**src/ebp_pkg_dband.sv**
```systemverilog
/*
 * Shared package of the bridge output modulator and its dead-band stage.
 * The package holds register offsets, field positions, reset values, timing
 * counts and the carrier types; the dead-band module delays each rising edge
 * of one output by the programmed number of instruction cycles.
 * Assumes a single clock at the oscillator rate, a synchronous active-high
 * reset and a clock enable that freezes all state while low.
 */
`timescale 1ns/1ps

package ebp_pkg;

   // ----------------------------------------------------------------------
   // Register offsets (byte addresses, one 32-bit word each)
   // ----------------------------------------------------------------------
   localparam logic [11:0] EBP_OFS_CTRL = 12'h000;
   localparam logic [11:0] EBP_OFS_DUTY = 12'h004;
   localparam logic [11:0] EBP_OFS_PERIOD = 12'h008;
   localparam logic [11:0] EBP_OFS_TCTRL = 12'h00C;
   localparam logic [11:0] EBP_OFS_DBAND = 12'h010;
   localparam logic [11:0] EBP_OFS_STEER = 12'h014;
   localparam logic [11:0] EBP_OFS_DIR = 12'h018;
   localparam logic [11:0] EBP_OFS_STATUS = 12'h01C;

   // ----------------------------------------------------------------------
   // Field positions
   // ----------------------------------------------------------------------
   localparam int EBP_CTRL_MODE_LSB = 6;
   localparam int EBP_CTRL_DLOW_LSB = 4;
   localparam int EBP_CTRL_SEL_LSB = 2;
   localparam int EBP_CTRL_POL_AC = 1;
   localparam int EBP_CTRL_POL_BD = 0;
   localparam int EBP_TCTRL_ON = 2;
   localparam int EBP_TCTRL_PS_LSB = 0;
   localparam logic [1:0] EBP_SEL_PWM = 2'b11;

   // ----------------------------------------------------------------------
   // Reset values
   // ----------------------------------------------------------------------
   localparam logic [7:0] EBP_CTRL_RST = 8'h00;
   localparam logic [7:0] EBP_DUTY_RST = 8'h00;
   localparam logic [7:0] EBP_PERIOD_RST = 8'hFF;
   localparam logic [7:0] EBP_TCTRL_RST = 8'h00;
   localparam logic [7:0] EBP_DBAND_RST = 8'h00;
   localparam logic [3:0] EBP_STEER_RST = 4'h1;
   localparam logic [3:0] EBP_DIR_RST = 4'hF;

   // ----------------------------------------------------------------------
   // Timing
   // ----------------------------------------------------------------------
   localparam int EBP_CLK_PERIOD_NS = 20;
   localparam int EBP_TOSC_NS = 20;
   localparam int EBP_OSC_PER_TCY = 4;
   localparam int EBP_TCY_NS = EBP_OSC_PER_TCY * EBP_TOSC_NS;
   localparam logic [8:0] EBP_TCY_CLKS = 9'((EBP_TCY_NS + EBP_CLK_PERIOD_NS - 1)
                                            / EBP_CLK_PERIOD_NS);
   localparam logic [5:0] EBP_PRESC_WRAP_1 = 6'h03;
   localparam logic [5:0] EBP_PRESC_WRAP_4 = 6'h0F;
   localparam logic [5:0] EBP_PRESC_WRAP_16 = 6'h3F;

   // ----------------------------------------------------------------------
   // Types
   // ----------------------------------------------------------------------
   typedef enum logic [1:0] {
      EBP_SINGLE = 2'b00,
      EBP_FULL_FWD = 2'b01,
      EBP_HALF = 2'b10,
      EBP_FULL_REV = 2'b11
   } ebp_mode_t;

   typedef struct packed {
      logic psel;
      logic penable;
      logic pwrite;
      logic [11:0] paddr;
      logic [31:0] pwdata;
   } ebp_apb_req_t;

   typedef struct packed {
      logic pready;
      logic [31:0] prdata;
      logic pslverr;
   } ebp_apb_rsp_t;

   typedef struct packed {
      logic bridge_output_d;
      logic bridge_output_c;
      logic bridge_output_b;
      logic bridge_output_a;
   } ebp_pins_t;

   typedef struct packed {
      logic [8:0] cnt;
   } ebp_dband_state_t;

   typedef struct packed {
      logic [7:0] ctrl;
      logic [7:0] duty_hi;
      logic [7:0] period;
      logic [7:0] tctrl;
      logic [7:0] dband;
      logic [3:0] steer;
      logic [3:0] dir;
      logic [9:0] duty_act;
      logic [6:0] db_act;
      logic [7:0] tmr;
      logic [5:0] presc;
      logic running;
      logic [3:0] pin_lvl;
      logic [3:0] pin_own;
      logic [3:0] pin_oe;
      logic [31:0] prdata;
      logic rd_ok;
   } ebp_state_t;

endpackage

module ebp_dband
   import ebp_pkg::*;
(
   input wire logic clk_in,       // Oscillator clock.
   input wire logic reset_in,     // Synchronous reset, active high.
   input wire logic ce_in,        // Clock enable, freezes state when low.
   input wire logic hold_in,      // Sleep hold, freezes the count.
   input wire logic level_in,     // Undelayed active-level request.
   input wire logic [6:0] delay_in, // Delay in instruction cycles.
   output logic level_out         // Request with its rising edge delayed.
);

   ebp_dband_state_t state_reg;
   ebp_dband_state_t state_next;
   logic [8:0] target;

   // ----------------------------------------------------------------------
   // Delay counter
   // ----------------------------------------------------------------------
   // The counter saturates instead of wrapping so a long active phase never
   // drops the output again part way through.
   assign target = 9'(delay_in) * EBP_TCY_CLKS;
   assign level_out = level_in && (state_reg.cnt >= target);

   always_comb begin
      state_next = state_reg;
      if (!hold_in) begin
         if (!level_in) begin
            state_next.cnt = 9'h000;
         end else if (state_reg.cnt != 9'h1FF) begin
            state_next.cnt = state_reg.cnt + 9'h001;
         end
      end
   end

   always_ff @(posedge clk_in) begin
      if (reset_in) begin
         state_reg <= '0;
      end else if (ce_in) begin
         state_reg <= state_next;
      end
   end

   a_dband_wait: assert property (@(posedge clk_in) disable iff (reset_in)
      (level_out && !$past(level_out) && delay_in != 7'h00) |-> (state_reg.cnt == target))
      else $error("dead-band output rose before its delay had elapsed");

endmodule

```
**src/ebp_bridge_pwm.sv**
```systemverilog
/*
 * Bridge output modulator: 8-bit timer with 2-bit fine extension, 10-bit
 * duty compare, single, half-bridge and full-bridge output modes, output
 * polarity, dead-band delay and pin direction control, behind an APB slave.
 * Assumes the APB master and the sleep request run on clk_in, and that the
 * pad logic combines the level and enable outputs with alternate functions.
 */
// Behaviour
// - Drive up to four output pins with a modulated waveform of 10-bit resolution.
// - Mode field: 00 single, 10 half-bridge, 01 full forward, 11 full reverse.
// - Control bits 1 and 0 select active-high or active-low levels for pairs A/C and B/D.
// - Writing the control register to zero releases the output pins.
// - Pins unused by the selected mode stay free for other functions.
// - After enabling, wait for the next period boundary; no partial pulse.
// - Time base is the 8-bit timer count with two fine bits appended.
// - Half-bridge-only builds provide no outputs C and D.
// - In single mode each output is enabled only by its steering bit.
// - Period is four oscillator periods times period plus one times prescale.
// - Pulse width is 10-bit duty times oscillator period times prescale.
// - Dead-band delay is four oscillator periods times the 7-bit field.
// - Half-bridge delays each change to active by the programmed cycles.
// - A delay longer than the active time keeps that output inactive.
// - Half-bridge drives the waveform on A and its complement on B.
// - Both full-bridge modes use all four output pins.
// - Full forward: A active, D modulated, B and C inactive.
// - Full reverse: C active, B modulated, A and D inactive.
// - Timer equal to period register ends the period; next starts there.
// - Timer prescale factors are 1, 4 and 16.
// - Sleep stops the timer, keeps state and pin values, resumes after.
// - Reset returns registers to reset values and pins to input mode.
`timescale 1ns/1ps

module ebp_bridge_pwm
   import ebp_pkg::*;
#(
   parameter bit HALF_BRIDGE_ONLY = 1'b0 // Build without outputs C and D.
)
(
   input wire logic clk_in,         // Oscillator clock, 50 MHz.
   input wire logic reset_in,       // Synchronous reset, active high.
   input wire logic ce_in,          // Clock enable, freezes all state when low.
   input wire logic sleep_in,       // Sleep request, same clock domain.
   input wire ebp_apb_req_t apb_in, // APB request signals.
   output ebp_apb_rsp_t apb_out,    // APB answer signals.
   output ebp_pins_t pin_level_out, // Level driven on each output pin.
   output ebp_pins_t pin_oe_out,    // High while the pin is driven.
   output ebp_pins_t pin_owned_out  // High while the modulator owns the pin.
);

   ebp_state_t state_reg;
   ebp_state_t state_next;

   // ----------------------------------------------------------------------
   // Helper functions
   // ----------------------------------------------------------------------
   function automatic logic [5:0] presc_wrap(input logic [1:0] ps);
      case (ps)
         2'b00: presc_wrap = EBP_PRESC_WRAP_1;
         2'b01: presc_wrap = EBP_PRESC_WRAP_4;
         default: presc_wrap = EBP_PRESC_WRAP_16;
      endcase
   endfunction

   // Fine bits are the prescaler bits just below the timer increment, so
   // the 10-bit time base always advances once per oscillator times prescale.
   function automatic logic [1:0] fine_bits(input logic [1:0] ps, input logic [5:0] p);
      case (ps)
         2'b00: fine_bits = p[1:0];
         2'b01: fine_bits = p[3:2];
         default: fine_bits = p[5:4];
      endcase
   endfunction

   function automatic logic is_mapped(input logic [11:0] addr);
      is_mapped = (addr == EBP_OFS_CTRL) || (addr == EBP_OFS_DUTY) ||
                  (addr == EBP_OFS_PERIOD) || (addr == EBP_OFS_TCTRL) ||
                  (addr == EBP_OFS_DBAND) || (addr == EBP_OFS_STEER) ||
                  (addr == EBP_OFS_DIR) || (addr == EBP_OFS_STATUS);
   endfunction

   function automatic logic [3:0] apply_pol(input logic [3:0] act, input logic ac_low,
                                            input logic bd_low);
      apply_pol = act ^ {bd_low, ac_low, bd_low, ac_low};
   endfunction

   // ----------------------------------------------------------------------
   // Decoded control
   // ----------------------------------------------------------------------
   ebp_mode_t mode_w;
   logic pwm_sel;
   logic tmr_on;
   logic [1:0] ps_w;
   logic [1:0] fine_w;
   logic [9:0] timebase;
   logic wrap_w;
   logic boundary;
   logic advance;
   logic active_w;
   logic db_a;
   logic db_b;
   logic apb_done;

   assign mode_w = ebp_mode_t'(state_reg.ctrl[EBP_CTRL_MODE_LSB +: 2]);
   assign pwm_sel = state_reg.ctrl[EBP_CTRL_SEL_LSB +: 2] == EBP_SEL_PWM;
   assign tmr_on = state_reg.tctrl[EBP_TCTRL_ON];
   assign ps_w = state_reg.tctrl[EBP_TCTRL_PS_LSB +: 2];
   assign fine_w = fine_bits(ps_w, state_reg.presc);
   assign timebase = {state_reg.tmr, fine_w};
   assign wrap_w = state_reg.presc == presc_wrap(ps_w);
   assign boundary = tmr_on && wrap_w && (state_reg.tmr == state_reg.period);
   assign advance = !sleep_in;
   assign active_w = state_reg.running && (timebase < state_reg.duty_act);
   assign apb_done = apb_in.psel && apb_in.penable && apb_out.pready;

   // ----------------------------------------------------------------------
   // Dead-band stages for the half-bridge pair
   // ----------------------------------------------------------------------
   ebp_dband u_dband_a (
      .clk_in(clk_in),
      .reset_in(reset_in),
      .ce_in(ce_in),
      .hold_in(sleep_in),
      .level_in(active_w),
      .delay_in(state_reg.db_act),
      .level_out(db_a)
   );

   ebp_dband u_dband_b (
      .clk_in(clk_in),
      .reset_in(reset_in),
      .ce_in(ce_in),
      .hold_in(sleep_in),
      .level_in(state_reg.running && !active_w),
      .delay_in(state_reg.db_act),
      .level_out(db_b)
   );

   // ----------------------------------------------------------------------
   // Next state
   // ----------------------------------------------------------------------
   always_comb begin
      logic [3:0] act;
      logic [3:0] used;
      logic [3:0] own;
      act = 4'h0;
      used = 4'h0;
      own = 4'h0;
      state_next = state_reg;

      // Register writes take effect only at the completing access edge.
      if (apb_done && apb_in.pwrite) begin
         unique case (apb_in.paddr)
            EBP_OFS_CTRL: state_next.ctrl = apb_in.pwdata[7:0];
            EBP_OFS_DUTY: state_next.duty_hi = apb_in.pwdata[7:0];
            EBP_OFS_PERIOD: state_next.period = apb_in.pwdata[7:0];
            EBP_OFS_TCTRL: state_next.tctrl = {5'h00, apb_in.pwdata[2:0]};
            EBP_OFS_DBAND: state_next.dband = {1'b0, apb_in.pwdata[6:0]};
            EBP_OFS_STEER: state_next.steer = apb_in.pwdata[3:0];
            EBP_OFS_DIR: state_next.dir = apb_in.pwdata[3:0];
            default: ;
         endcase
      end

      // Read data is captured in the setup cycle so the access phase can end
      // without wait states while prdata still comes from a flip-flop.
      if (apb_done) begin
         state_next.rd_ok = 1'b0;
      end else if (apb_in.psel) begin
         state_next.rd_ok = 1'b1;
         unique case (apb_in.paddr)
            EBP_OFS_CTRL: state_next.prdata = {24'h000000, state_reg.ctrl};
            EBP_OFS_DUTY: state_next.prdata = {24'h000000, state_reg.duty_hi};
            EBP_OFS_PERIOD: state_next.prdata = {24'h000000, state_reg.period};
            EBP_OFS_TCTRL: state_next.prdata = {24'h000000, state_reg.tctrl};
            EBP_OFS_DBAND: state_next.prdata = {24'h000000, state_reg.dband};
            EBP_OFS_STEER: state_next.prdata = {28'h0000000, state_reg.steer};
            EBP_OFS_DIR: state_next.prdata = {28'h0000000, state_reg.dir};
            EBP_OFS_STATUS: state_next.prdata = {21'h000000, state_reg.running,
                                                 state_reg.tmr, fine_w};
            default: state_next.prdata = 32'h00000000;
         endcase
      end

      if (advance) begin
         // Timer: period is 4 * (period + 1) * prescale oscillator cycles.
         if (tmr_on) begin
            state_next.presc = wrap_w ? 6'h00 : state_reg.presc + 6'h01;
            if (wrap_w) begin
               state_next.tmr = boundary ? 8'h00 : state_reg.tmr + 8'h01;
            end
         end

         // Waveform starts only on a boundary, never mid-period.
         if (!(pwm_sel && tmr_on)) begin
            state_next.running = 1'b0;
         end else if (boundary) begin
            state_next.running = 1'b1;
         end

         // Shadow values reload at each boundary, and freely while stopped.
         if (!state_reg.running || boundary) begin
            state_next.duty_act = {state_reg.duty_hi,
                                   state_reg.ctrl[EBP_CTRL_DLOW_LSB +: 2]};
            state_next.db_act = state_reg.dband[6:0];
         end
      end

      // Pin use is decoded in sleep as well, so a sleeping pin stays owned
      // and keeps driving its frozen level instead of being released.
      unique case (mode_w)
         EBP_SINGLE: begin
            act = {4{active_w}};
            used = state_reg.steer;
         end
         EBP_HALF: begin
            act = {2'b00, db_b, db_a};
            used = 4'h3;
         end
         EBP_FULL_FWD: begin
            act = {active_w, 1'b0, 1'b0, state_reg.running};
            used = 4'hF;
         end
         EBP_FULL_REV: begin
            act = {1'b0, state_reg.running, active_w, 1'b0};
            used = 4'hF;
         end
      endcase
      if (HALF_BRIDGE_ONLY) begin
         used[3:2] = 2'b00;
      end
      if (advance) begin
         state_next.pin_lvl = apply_pol(act, state_reg.ctrl[EBP_CTRL_POL_AC],
                                        state_reg.ctrl[EBP_CTRL_POL_BD]);
      end

      // A zeroed control register gives every pin back at once.
      own = (state_reg.ctrl != EBP_CTRL_RST && pwm_sel) ? used : 4'h0;
      if (advance) begin
         state_next.pin_own = own;
         state_next.pin_oe = own & ~state_reg.dir;
      end else begin
         state_next.pin_own = state_reg.pin_own & own;
         state_next.pin_oe = state_reg.pin_oe & own & ~state_reg.dir;
      end
   end

   // ----------------------------------------------------------------------
   // State register
   // ----------------------------------------------------------------------
   always_ff @(posedge clk_in) begin
      if (reset_in) begin
         state_reg <= '0;
         state_reg.ctrl <= EBP_CTRL_RST;
         state_reg.duty_hi <= EBP_DUTY_RST;
         state_reg.period <= EBP_PERIOD_RST;
         state_reg.tctrl <= EBP_TCTRL_RST;
         state_reg.dband <= EBP_DBAND_RST;
         state_reg.steer <= EBP_STEER_RST;
         state_reg.dir <= EBP_DIR_RST;
      end else if (ce_in) begin
         state_reg <= state_next;
      end
   end

   // ----------------------------------------------------------------------
   // Outputs
   // ----------------------------------------------------------------------
   // One assignment drives the whole answer struct, so it has a single driver.
   assign apb_out = '{pready: ce_in && state_reg.rd_ok,
                      prdata: state_reg.prdata,
                      pslverr: ce_in && state_reg.rd_ok && !is_mapped(apb_in.paddr)};
   assign pin_level_out = ebp_pins_t'(state_reg.pin_lvl);
   assign pin_oe_out = ebp_pins_t'(state_reg.pin_oe);
   assign pin_owned_out = ebp_pins_t'(state_reg.pin_own);

   // ----------------------------------------------------------------------
   // Checks
   // ----------------------------------------------------------------------
   a_zero_releases: assert property (@(posedge clk_in) disable iff (reset_in)
      (ce_in && state_reg.ctrl == EBP_CTRL_RST) |=> (state_reg.pin_oe == 4'h0 &&
                                                     state_reg.pin_own == 4'h0))
      else $error("pins still driven with control register at zero");

   a_dir_gates_oe: assert property (@(posedge clk_in) disable iff (reset_in)
      ce_in |=> ((state_reg.pin_oe & $past(state_reg.dir)) == 4'h0))
      else $error("pin driven while its direction bit was set");

   a_half_no_cd: assert property (@(posedge clk_in) disable iff (reset_in)
      HALF_BRIDGE_ONLY |-> (state_reg.pin_own[3:2] == 2'b00))
      else $error("half-bridge-only build owns output C or D");

   a_period_wrap: assert property (@(posedge clk_in) disable iff (reset_in)
      (ce_in && advance && boundary) |=> (state_reg.tmr == 8'h00 &&
                                          state_reg.presc == 6'h00))
      else $error("timer did not restart at the period boundary");

   a_start_on_edge: assert property (@(posedge clk_in) disable iff (reset_in)
      $rose(state_reg.running) |-> (state_reg.tmr == 8'h00 && state_reg.presc == 6'h00))
      else $error("waveform started away from a period boundary");

   a_duty_shadow: assert property (@(posedge clk_in) disable iff (reset_in)
      (state_reg.running && !boundary) |=> ($stable(state_reg.duty_act) &&
                                            $stable(state_reg.db_act)))
      else $error("duty or dead-band changed inside a period");

   a_fwd_levels: assert property (@(posedge clk_in) disable iff (reset_in)
      (ce_in && advance && state_reg.running && mode_w == EBP_FULL_FWD &&
       state_reg.ctrl[1:0] == 2'b00) |=> (state_reg.pin_lvl[2:0] == 3'b001))
      else $error("full forward levels on A, B, C are wrong");

   a_rev_levels: assert property (@(posedge clk_in) disable iff (reset_in)
      (ce_in && advance && state_reg.running && mode_w == EBP_FULL_REV &&
       state_reg.ctrl[1:0] == 2'b00) |=> (state_reg.pin_lvl[3] == 1'b0 &&
                                          state_reg.pin_lvl[2] == 1'b1 &&
                                          state_reg.pin_lvl[0] == 1'b0))
      else $error("full reverse levels on A, C, D are wrong");

   a_sleep_holds: assert property (@(posedge clk_in) disable iff (reset_in)
      (ce_in && sleep_in) |=> ($stable(state_reg.tmr) && $stable(state_reg.pin_lvl) &&
                               $stable(state_reg.presc)))
      else $error("timer or pins moved during sleep");

   a_half_pair: assert property (@(posedge clk_in) disable iff (reset_in)
      (ce_in && advance && state_reg.running && mode_w == EBP_HALF &&
       state_reg.db_act == 7'h00 && state_reg.ctrl[1:0] == 2'b00)
      |=> (state_reg.pin_lvl[1] == !state_reg.pin_lvl[0]))
      else $error("half-bridge outputs are not complementary");

   a_unused_free: assert property (@(posedge clk_in) disable iff (reset_in)
      (ce_in && mode_w == EBP_HALF) |=> (state_reg.pin_own[3:2] == 2'b00))
      else $error("half-bridge mode kept C or D");

   a_single_steer: assert property (@(posedge clk_in) disable iff (reset_in)
      (ce_in && !sleep_in && mode_w == EBP_SINGLE && pwm_sel &&
       state_reg.ctrl != EBP_CTRL_RST)
      |=> (state_reg.pin_own == ($past(state_reg.steer) & (HALF_BRIDGE_ONLY ? 4'h3 : 4'hF))))
      else $error("single mode owns a pin that its steering bit does not enable");

endmodule

```
**config.mk**
```make
export PLATFORM = sky130hd
export DESIGN_NAME = ebp_bridge_pwm
export DESIGN_NICKNAME = d
export VERILOG_FILES = /design/src/ebp_pkg_dband.sv /design/src/ebp_bridge_pwm.sv
export SDC_FILE = /design/constraint.sdc
export NUM_CORES = 1
export LEC_CHECK = 0
export BUFFER_PORTS_ARGS = -buffer_cell sky130_fd_sc_hd__buf_2
export CORE_MARGIN = 5
export CORE_UTILIZATION = 34
export DETAILED_ROUTE_END_ITERATION = 10
export PLACE_DENSITY = 0.58
export RECOVER_POWER = 50
export REMOVE_ABC_BUFFERS = 1
export SLEW_MARGIN = 20
export SYNTH_ARGS = -nofsm -noshare
export SYNTH_HDL_FRONTEND = slang
export SYNTH_SLANG_ARGS = --single-unit
export TNS_END_PERCENT = 20
```
**constraint.sdc**
```tcl
create_clock -name clk_in -period 5.2 [get_ports clk_in]
set_clock_uncertainty 0.15 [all_clocks]
set_input_delay 0.26 -clock clk_in [delete_from_list [all_inputs] [get_ports clk_in]]
set_output_delay 0.26 -clock clk_in [all_outputs]
set_load 0.01 [all_outputs]
```
Word level (Yosys, flattened, before mapping)
Index checks and enable logic that the tools add are counted.
- output and inout port bits: 46
- bits of input ports: 51
- word-level logic and storage cells: 116
- register bits: 116
- magnitude comparators: 3
- $add $sub $neg: 4
- bitwise logic cells: 8
- eq/ne operators: 19
- multiplexer cells: 17
- reduce and logical (&&, ||, !) cells: 46
- operators by type and width (cell ; count):
    11-bit one-hot mux with 8 select lines ; 1
    12-bit by 5-bit equality test with 1-bit output, second input constant ; 4
    3-bit AND reduction ; 13
    9-bit 2-to-1 mux ; 4
    12-bit by 4-bit equality test with 1-bit output, second input constant ; 2
    9-bit by 1-bit adder with 9-bit output, second input constant ; 2
    9-bit greater-or-equal comparator ; 2
    9-bit inequality test, second input constant ; 2
    4-bit bitwise AND ; 4
    8-bit 2-to-1 mux ; 2
    4-bit one-hot mux with 4 select lines ; 1
    1-bit logical AND ; 13
    12-bit by 3-bit equality test with 1-bit output, second input constant ; 1
    12-bit logical NOT ; 1
    4-bit one-hot mux with 3 select lines ; 1
    6-bit one-hot mux with 2 select lines ; 1
    10-bit less-than comparator ; 1
    8-bit by 1-bit adder with 8-bit output, second input constant ; 1
    8-bit equality test ; 1
    1-bit logical OR ; 8
    8-bit nonzero test ; 1
    6-bit by 1-bit adder with 6-bit output, second input constant ; 1
    2-bit equality test, second input constant ; 3
    6-bit equality test ; 1
    15 further kinds ; 26

Logic depth before layout (Yosys ltp)
Gate-level depths: netlist of the first run.
- word-level depth: 10
- depth in mapped cells: 11
- depth with buffers taken out: 9

Hierarchy
A second synthesis of the first run with hierarchy kept.
- cell total of the unflattened synthesis: 720
- area total of the unflattened synthesis: 6374.9 um^2
- by module, submodules not included (module ; instances ; cells each ; area an instance (um^2) ; sequential area each (um^2)):
    ebp_bridge_pwm ; 1 ; 564 ; 5076.1 ; 1961.9
    ebp_dband ; 2 ; 78 ; 649.4 ; 180.2

Worst setup path before layout of the first run
OpenSTA, ideal clock, no wires.
- path kind: flip-flop to flip-flop
- start: register state_reg (netlist bit ps_w[0])
- end: register state_reg (netlist bit pin_level_out[1])
- arrival time: 2.079 ns
- buffers on the path: 1
- slack: 2.836 ns
- library setup time: 0.136 ns
- period minus slack after synthesis: 2.364 ns
- required time: 4.914 ns
- stages on the path, launching flop included: 11
- cell sequence: dfxtp_1 mux2i_1 o21ai_0 ha_1 nor2_1 a311oi_1 a21oi_1 buf_2 and3_1 a2111oi_0 a211oi_1
- word-level cells in the longest chain between the ends: 9
- elaborated cells between the ends (all ways): 10
- classes of those cells: order compare: 1; eq/ne: 1; mux: 2; bitwise: 1; reduce/logical: 5
- ends and longest elaborated chain (what ; RTL line ; source):
    start, declared ; ebp_bridge_pwm.sv:50 ; ebp_state_t state_reg;
    start signal, assigned ; ebp_bridge_pwm.sv:261 ; state_reg <= state_next;
    2-bit by 1-bit equality test with 1-bit output / 2-bit logical NOT (equally long branches) ; ebp_bridge_pwm.sv:67 ; case (ps)
    2-bit one-hot mux with 2 select lines * ; ebp_bridge_pwm.sv:67 ;
    10-bit less-than comparator * ; ebp_bridge_pwm.sv:112 ; assign active_w = state_reg.running && (timebase < state_reg.duty_act);
    1-bit logical AND * ; ebp_bridge_pwm.sv:112 ;
    1-bit logical NOT ; -- ;
    1-bit logical AND ; ebp_bridge_pwm.sv:133 ; .level_in(state_reg.running && !active_w),
    1-bit logical AND ; ebp_pkg_dband.sv:140 ; assign level_out = level_in && (state_reg.cnt >= target);
    4-bit one-hot mux with 4 select lines * ; ebp_bridge_pwm.sv:210 ; unique case (mode_w)
    4-bit bitwise XOR * ; ebp_bridge_pwm.sv:83 ; apply_pol = act ^ {bd_low, ac_low, bd_low, ac_low};
Mark *: on every way between the ends. The rest lies on a longest branch, timed or not.
A chain may end at the register's enable or synchronous reset.

Worst setup path after layout of the first run
- start: register state_reg (netlist bit ps_w[0])
- end: register u_dband_a.state_reg[0] (netlist name)
- word-level cells in the longest chain between the ends: 6
- elaborated cells between the ends (all ways): 8
- classes of those cells: order compare: 1; eq/ne: 2; mux: 2; reduce/logical: 3
- ends and longest elaborated chain (what ; RTL line ; source):
    2-bit by 1-bit equality test with 1-bit output / 2-bit logical NOT (equally long branches) ; ebp_bridge_pwm.sv:67 ;
    2-bit one-hot mux with 2 select lines * ; ebp_bridge_pwm.sv:67 ;
    10-bit less-than comparator * ; ebp_bridge_pwm.sv:112 ;
    1-bit logical AND * ; ebp_bridge_pwm.sv:112 ;
    2-bit inequality test (no line) ; -- ;
    3-bit AND reduction (no line) ; -- ;
    end signal, assigned ; ebp_pkg_dband.sv:157 ; state_reg <= state_next;
    end, declared ; ebp_pkg_dband.sv:130 ; ebp_dband_state_t state_reg;
Marks and branches as above.

==> results.py, run 1 <==
metrics = {
    "job": {
        "drv_cap": 0,
    },
    "clock_tree": {
        "cts_sinks": 116,
        "cts_resized": 0,
        "cts_root_buffer": "clkbuf_16",
        "cts_made_buffers": 17,
        "ctsHtreeMaxLevel": 4,
        "clockBufferDepth": 2,
        "clk_latency_ns": 0.42,
        "clk_pin_slew_ns": 0.05,
        "tritoncts": "built",
    },
    "global_route": {
        "antenna_found_initial": 0,
        "grt_pass1_wl_um": 25300,
        "grt_overflow_total": 0,
        "track_usage_pct": 14.7,
        "grt_start_max_net_pins": 74,
        "grt_pass1_vias": 4783,
    },
    "routing": {
        "dr.pass1.iters": 5,
        "viasPerCell": 5.08,
        "final_antenna_net_count": 0,
        "wl_per_cell_um": 15.8,
        "finalWirelength_um": 15700,
        "routed-via-count": 5066,
        "drc": 0,
        "drt_iter0_markers": 365,
    },
    "critical_path": {
        "end_kind": "register",
        "critPathLaunchType": "register",
        "crit_type": "register to register",
        "cp.arrival_ns": 3.60,
        "cp_max_fo": 11,
        "required_ns": 5.39,
        "rrSetupSlack_ns": 1.78,
    },
    "synthesis": {
        "ys.flop_type": "dfxtp_1",
        "synth_area_leaders": "dfxtp_1, mux2i_1, ha_1, buf_4, nand2_1",
        "synth_cell_types": 56,
        "synth_top_cell_area_share_pct": 37.4,
        "synth.avg_cell_area_um2": 8.47,
        "synth-edff-count": 0,
        "yosys_warnings": 0,
        "async_reset_ff_share_pct": 0,
        "synth.ff_latch_count": 116,
        "syn_inst": 733,
        "yosys.area.top_type": "dfxtp_1",
        "syn_area_mm2": 0.00621,
        "ys_seq_area_share_pct": 37.4,
    },
    "final_layout": {
        "syn2layout_area_growth_pct": 13.1,
        "fill_cells": 1875,
        "ff_latch_area_mm2": 0.00232,
        "antenna_cells": 0,
        "fin_nets": 838,
        "drive_gt1_share_pct": 9.49,
        "largest_reg_flops": 71,
        "multiInputGateArea_mm2": 0.00339,
        "finalNonFillerCells": 998,
    },
    "sta": {
        "tightest_slew_ns": 1.14,
        "slew_viol_final": 0,
        "finalSetupViolCount": 0,
        "worst_slack_ns": 1.78,
        "fin_crit_sh_pct": 65.7,
        "maxSlewHeadroom_pct": 24.1,
        "period_minus_slack_ns": 3.42,
        "clock.fmax_ghz": 0.293,
        "fin_tns_setup_ns": 0,
        "rsz0062_at_grt": "false",
        "hold_ws_ns": 0.0231,
        "finalHoldViolCount": 0,
    },
    "placed_design": {
        "portBuffers": 51,
        "dp.cells": 962,
        "place_ws_ns": 1.85,
        "hpwl_um": 11400,
        "gp_congestion": 0.837,
    },
    "run_status": {
        "status": "finished clean",
    },
    "power": {
        "switchingPower_w": 0.000505,
        "switching_share_pct": 22.8,
        "power_frac_seq_pct": 40.6,
        "power_density_mw_per_mm2": 315,
        "clkPwrFrac_pct": 54.3,
        "max-vdd-ir-drop_mv": 0.221,
        "p_comb_share_pct": 5.1,
        "p_leak_nw": 2.86,
        "p_int_w": 0.00171,
    },
    "floorplan": {
        "start_util_pct": 34.6,
        "io_pins": 97,
        "dieArea_mm2": 0.0211,
        "fp.coreArea_mm2": 0.0180,
        "die_h_um": 145,
        "die_width_um": 145,
        "rows": 49,
    },
    "worst_hold_path": {
        "hold_path.class": "input pin to register",
    },
}
==> final cells by class <==
| type | count | area share, % |
|---|---|---|
| multi-input cells | 532 | 48.3 |
| repair buffers | 61 | 4.35 |
| well taps | 229 | 4.08 |
| flip-flops and latches | 116 | 33.1 |
| clock inverters | 12 | 2.19 |
| clock buffers | 20 | 6.51 |
| inverters | 28 | 1.50 |
==> cell usage in the layout, fill, tap and decap left out, drive strengths merged, types with 10 or more instances in the layout <==
master / n
inv: 28
nor2: 72
xor2: 14
conb: 21
nand3: 21
buf: 31
and3: 13
nor3: 23
dfxtp: 116
a21o: 10
clkbuf: 46
ha: 31
nand2: 78
a21oi: 57
mux2i: 51
o21ai: 24
==> logic make-up (layout without fill, tap and decap cells) <==
| kind of cell | Yosys count | after routing | share of synthesized area (%) |
|---|---|---|---|
| compound gates | 149 | 149 | 15.3 |
| xor+xnor | 21 | 21 | 2.96 |
| fa+ha+maj | 31 | 31 | 6.25 |
| buf+inv | 105 | 121 | 9.37 |
| flops | 116 | 116 | 37.4 |
| mux | 56 | 56 | 9.67 |
| other cells | 1 | 21 | 0.0604 |
| simple gates | 254 | 254 | 19.0 |
==> routing by layer <==
layer	GRT usage (%)	routed length, um	vias to the layer above
met1	22.0	8130	2338
li1	-	-	2570
met2	20.4	6430	147
met4	4.66	167	0
met5	0	0	-
met3	4.08	1000	11
==> through the flow <==
step / area (um2) / power (W) / util [%]
final: 7020 / 0.00221 / 39.1
after global routing: 7020 / 0.00229 / 39.1
after floorplan: 5810 / 0.000973 / -
after detailed placement: 6410 / 0.00103 / 35.7
after global placement: 6410 / 0.00103 / 35.7
after CTS: 7060 / 0.00224 / 39.3
==> what timing repair did <==
| item | 4_1_cts | 5_1_grt |
|---|---|---|
| hold endpoints to repair | 9 | 0 |
| setup endpoints to repair | 0 | 0 |
| hold buffers | 4 | 0 |
| buffers inserted | 0 | 0 |
==> synthesized netlist by cell type (4+ instances only) <==
library cell,count
and2_1,7
o21ai_0,23
nor4_1,5
nor2_1,72
ha_1,31
xnor2_1,7
nand2_1,78
buf_2,6
mux2i_1,51
inv_1,27
and3_1,13
dfxtp_1,116
a21oi_1,56
a211oi_1,9
xor2_1,14
nand3_1,21
nand4_1,9
a22oi_1,9
buf_4,44
a31oi_1,8
a221oi_1,5
o21a_1,5
nor2b_1,7
or3_1,5
clkbuf_1,22
o211a_1,4
a21o_1,10
nor3_1,23
==> worst max-delay path, cell delays in order, from the launching register on <==
cell     delay, ns
dfxtp_1       0.43
mux2i_1       0.11
o21ai_0       0.40
ha_1          0.32
a21o_1        0.18
a21oi_1       0.73
nand3_1       0.38
or4_1         0.48
a21oi_1       0.15
==> worst paths after layout <==
path / start / end / cells after the start
max: ps_w[0]$_SDFFE_PP0P_ / u_dband_a.state_reg[0]$_SDFFE_PP0P_ / 8
min: apb_in[46] / state_reg[0]$_SDFFE_PP0P_ / 4
max reg2reg: ps_w[0]$_SDFFE_PP0P_ / u_dband_a.state_reg[0]$_SDFFE_PP0P_ / 8
min reg2reg: apb_out[2]$_SDFFE_PP0P_ / apb_out[2]$_SDFFE_PP0P_ / 2
==> power by group through the flow <==
| stage | clock, W | sequential, W | combinational [W] |
|---|---|---|---|
| final | 0.00120 | 0.000899 | 0.000113 |
| after floorplan | 0 | 0.000919 | 0.0000535 |
| after CTS | 0.00123 | 0.000899 | 0.000114 |
| after global placement | 0 | 0.000918 | 0.000111 |
| after global routing | 0.00127 | 0.000899 | 0.000124 |
| after detailed placement | 0 | 0.000918 | 0.000111 |
Note: power is estimated with default switching activity, not from simulation.
==> run 2: changes to the inputs <==
PLACE_DENSITY = 0.6   (was 0.58)
clock period = 2.8 ns   (was 5.2 ns; I/O delays follow)
==> results.py, run 2 (same netlist as run 1, synthesis figures left out) <==
metrics = {
    "worst_hold_path": {
        "hold_end": "state_reg[48]$_SDFFE_PP0P_",
        "hold_path.class": "input pin to register",
        "worstHoldStart": "sleep_in",
        "worstHoldPathCells": 5,
    },
    "final_layout": {
        "finalNonFillerCells": 1028,
        "final_common_cell": "dfxtp_1",
        "syn2layout_area_growth_pct": 17.8,
        "drive_gt1_share_pct": 12.3,
        "mostFrequentLayoutCells": "dfxtp_1, nand2_1, nor2_1, a21oi_1, mux2i_1",
        "antenna_cells": 0,
        "fin_nets": 868,
        "largest_reg_flops": 71,
        "finish.instance_area_mm2": 0.00731,
    },
    "sta": {
        "finalSetupViolCount": 0,
        "slew_viol_final": 0,
        "worst_slack_ns": 0.174,
        "finalHoldViolCount": 0,
        "period_minus_slack_ns": 2.63,
        "clock.fmax_ghz": 0.381,
        "rsz0062_at_grt": "false",
        "maxSlewHeadroom_pct": 53.4,
        "fin_crit_sh_pct": 93.8,
        "tightest_slew_ns": 0.700,
        "fin_tns_setup_ns": 0,
    },
    "run_status": {
        "status": "finished clean",
    },
    "power": {
        "switchingPower_w": 0.000980,
        "max-vdd-ir-drop_mv": 0.410,
        "p_leak_nw": 3.03,
        "p_comb_share_pct": 5.2,
        "totalPowerFinal_w": 0.00431,
        "power_density_mw_per_mm2": 590,
        "power_frac_seq_pct": 38.7,
        "p_int_w": 0.00333,
        "clkPwrFrac_pct": 56.0,
        "switching_share_pct": 22.7,
    },
    "global_route": {
        "grt_pass1_vias": 4990,
        "track_usage_pct": 15.5,
        "grt_start_max_net_pins": 33,
        "grt_pass1_wl_um": 26700,
        "antenna_found_initial": 0,
        "grt_overflow_total": 0,
    },
    "placed_design": {
        "place_ws_ns": 0.0988,
        "dp.cells": 985,
        "placed_area_mm2": 0.00658,
        "hpwl_um": 11800,
        "portBuffers": 51,
        "gp_congestion": 0.889,
    },
    "clock_tree": {
        "cts_made_buffers": 17,
        "post-cts-setup-buffer-count": 0,
        "ctsHtreeMaxLevel": 4,
        "tritoncts": "built",
        "cts_root_buffer": "clkbuf_16",
        "clk_pin_slew_ns": 0.06,
        "clockBufferDepth": 2,
        "cts_sinks": 116,
        "clk_latency_ns": 0.42,
    },
    "floorplan": {
        "die_h_um": 145,
        "start_util_pct": 34.6,
        "rows": 49,
        "dieArea_mm2": 0.0211,
        "fp.coreArea_mm2": 0.0180,
        "die_width_um": 145,
        "io_pins": 97,
    },
    "routing": {
        "routed-via-count": 5271,
        "dr.pass1.iters": 5,
        "final_antenna_net_count": 0,
        "wl_per_cell_um": 15.7,
        "drc": 0,
        "drt_iter0_markers": 348,
        "finalWirelength_um": 16200,
        "viasPerCell": 5.13,
    },
    "critical_path": {
        "crit_type": "register to register",
        "r2r_cells": 8,
        "cp_max_fo": 9,
        "r2r-end": "u_dband_b.state_reg[6]$_SDFFE_PP0P_",
        "cp.arrival_ns": 2.82,
        "critPathLaunchType": "register",
        "end_kind": "register",
        "rrSetupSlack_ns": 0.17,
        "required_ns": 3.00,
        "r2r-start": "state_reg[49]$_SDFFE_PP0P_",
    },
    "job": {
        "drv_cap": 0,
    },
}
## run 2: final cells by class
type	count	area, um2
sequential	116	2320
inverter	28	105
clock buffer	18	429
fill	1866	10700
timing repair buffer	91	543
clock inverter	14	224
multi-input combinational	532	3400
tap	229	287
## run 2: critical path, stage by stage, from the launching register on
cell and delay, ns:
dfxtp_1 0.39, mux2i_1 0.10, o21ai_0 0.25, ha_1 0.29, a21o_1 0.20, a211oi_1 0.46
a21oi_2 0.21, or3_1 0.37, a21oi_1 0.14
## run 2: per-layer routing
metal / track usage [%] / vias to the layer above / wire length [um]
met1: 22.7 / 2447 / 8000
met4: 5.08 / 0 / 274
met5: 0 / - / 0
li1: - / 2625 / -
met2: 21.4 / 178 / 6740
met3: 4.61 / 21 / 1160
## run 2: power groups by stage
stage | clock network [W] | logic (W) | registers [W]
after global placement | 0 | 0.000212 | 0.00170
after detailed placement | 0 | 0.000213 | 0.00171
after floorplan | 0 | 0.0000993 | 0.00171
after CTS | 0.00245 | 0.000226 | 0.00167
after global routing | 0.00254 | 0.000248 | 0.00167
final | 0.00242 | 0.000226 | 0.00167
## run 2: worst max path at each step
| stage | startpoint | cells after the start | to |
|---|---|---|---|
| 6_report | state_reg[49]$_SDFFE_PP0P_ | 8 | u_dband_b.state_reg[6]$_SDFFE_PP0P_ |
| 5_1_grt | state_reg[49]$_SDFFE_PP0P_ | 8 | u_dband_b.state_reg[6]$_SDFFE_PP0P_ |
| 4_1_cts | state_reg[49]$_SDFFE_PP0P_ | 9 | u_dband_b.state_reg[6]$_SDFFE_PP0P_ |
| 3_5_place_dp | state_reg[49]$_SDFFE_PP0P_ | 9 | u_dband_b.state_reg[5]$_SDFFE_PP0P_ |
| 3_3_place_gp | state_reg[49]$_SDFFE_PP0P_ | 9 | u_dband_b.state_reg[5]$_SDFFE_PP0P_ |
| 2_1_floorplan | ce_in | 6 | state_reg[60]$_SDFFE_PP0P_ |
## run 2: timing repair
action,4_1_cts,5_1_grt
endpoints found under the setup margin,0,14
hold buffers,11,0
gates resized for setup,0,3
endpoints found under the hold margin,49,0
## run 2: stage by stage
| step | util (%) | hold WS [ns] |
|---|---|---|
| 2_1_floorplan | - | 0.0591 |
| 3_3_place_gp | 36.7 | 0.286 |
| 3_5_place_dp | 36.7 | 0.291 |
| 4_1_cts | 40.9 | 0.0951 |
| 5_1_grt | 40.7 | 0.181 |
| 6_report | 40.7 | 0.136 |
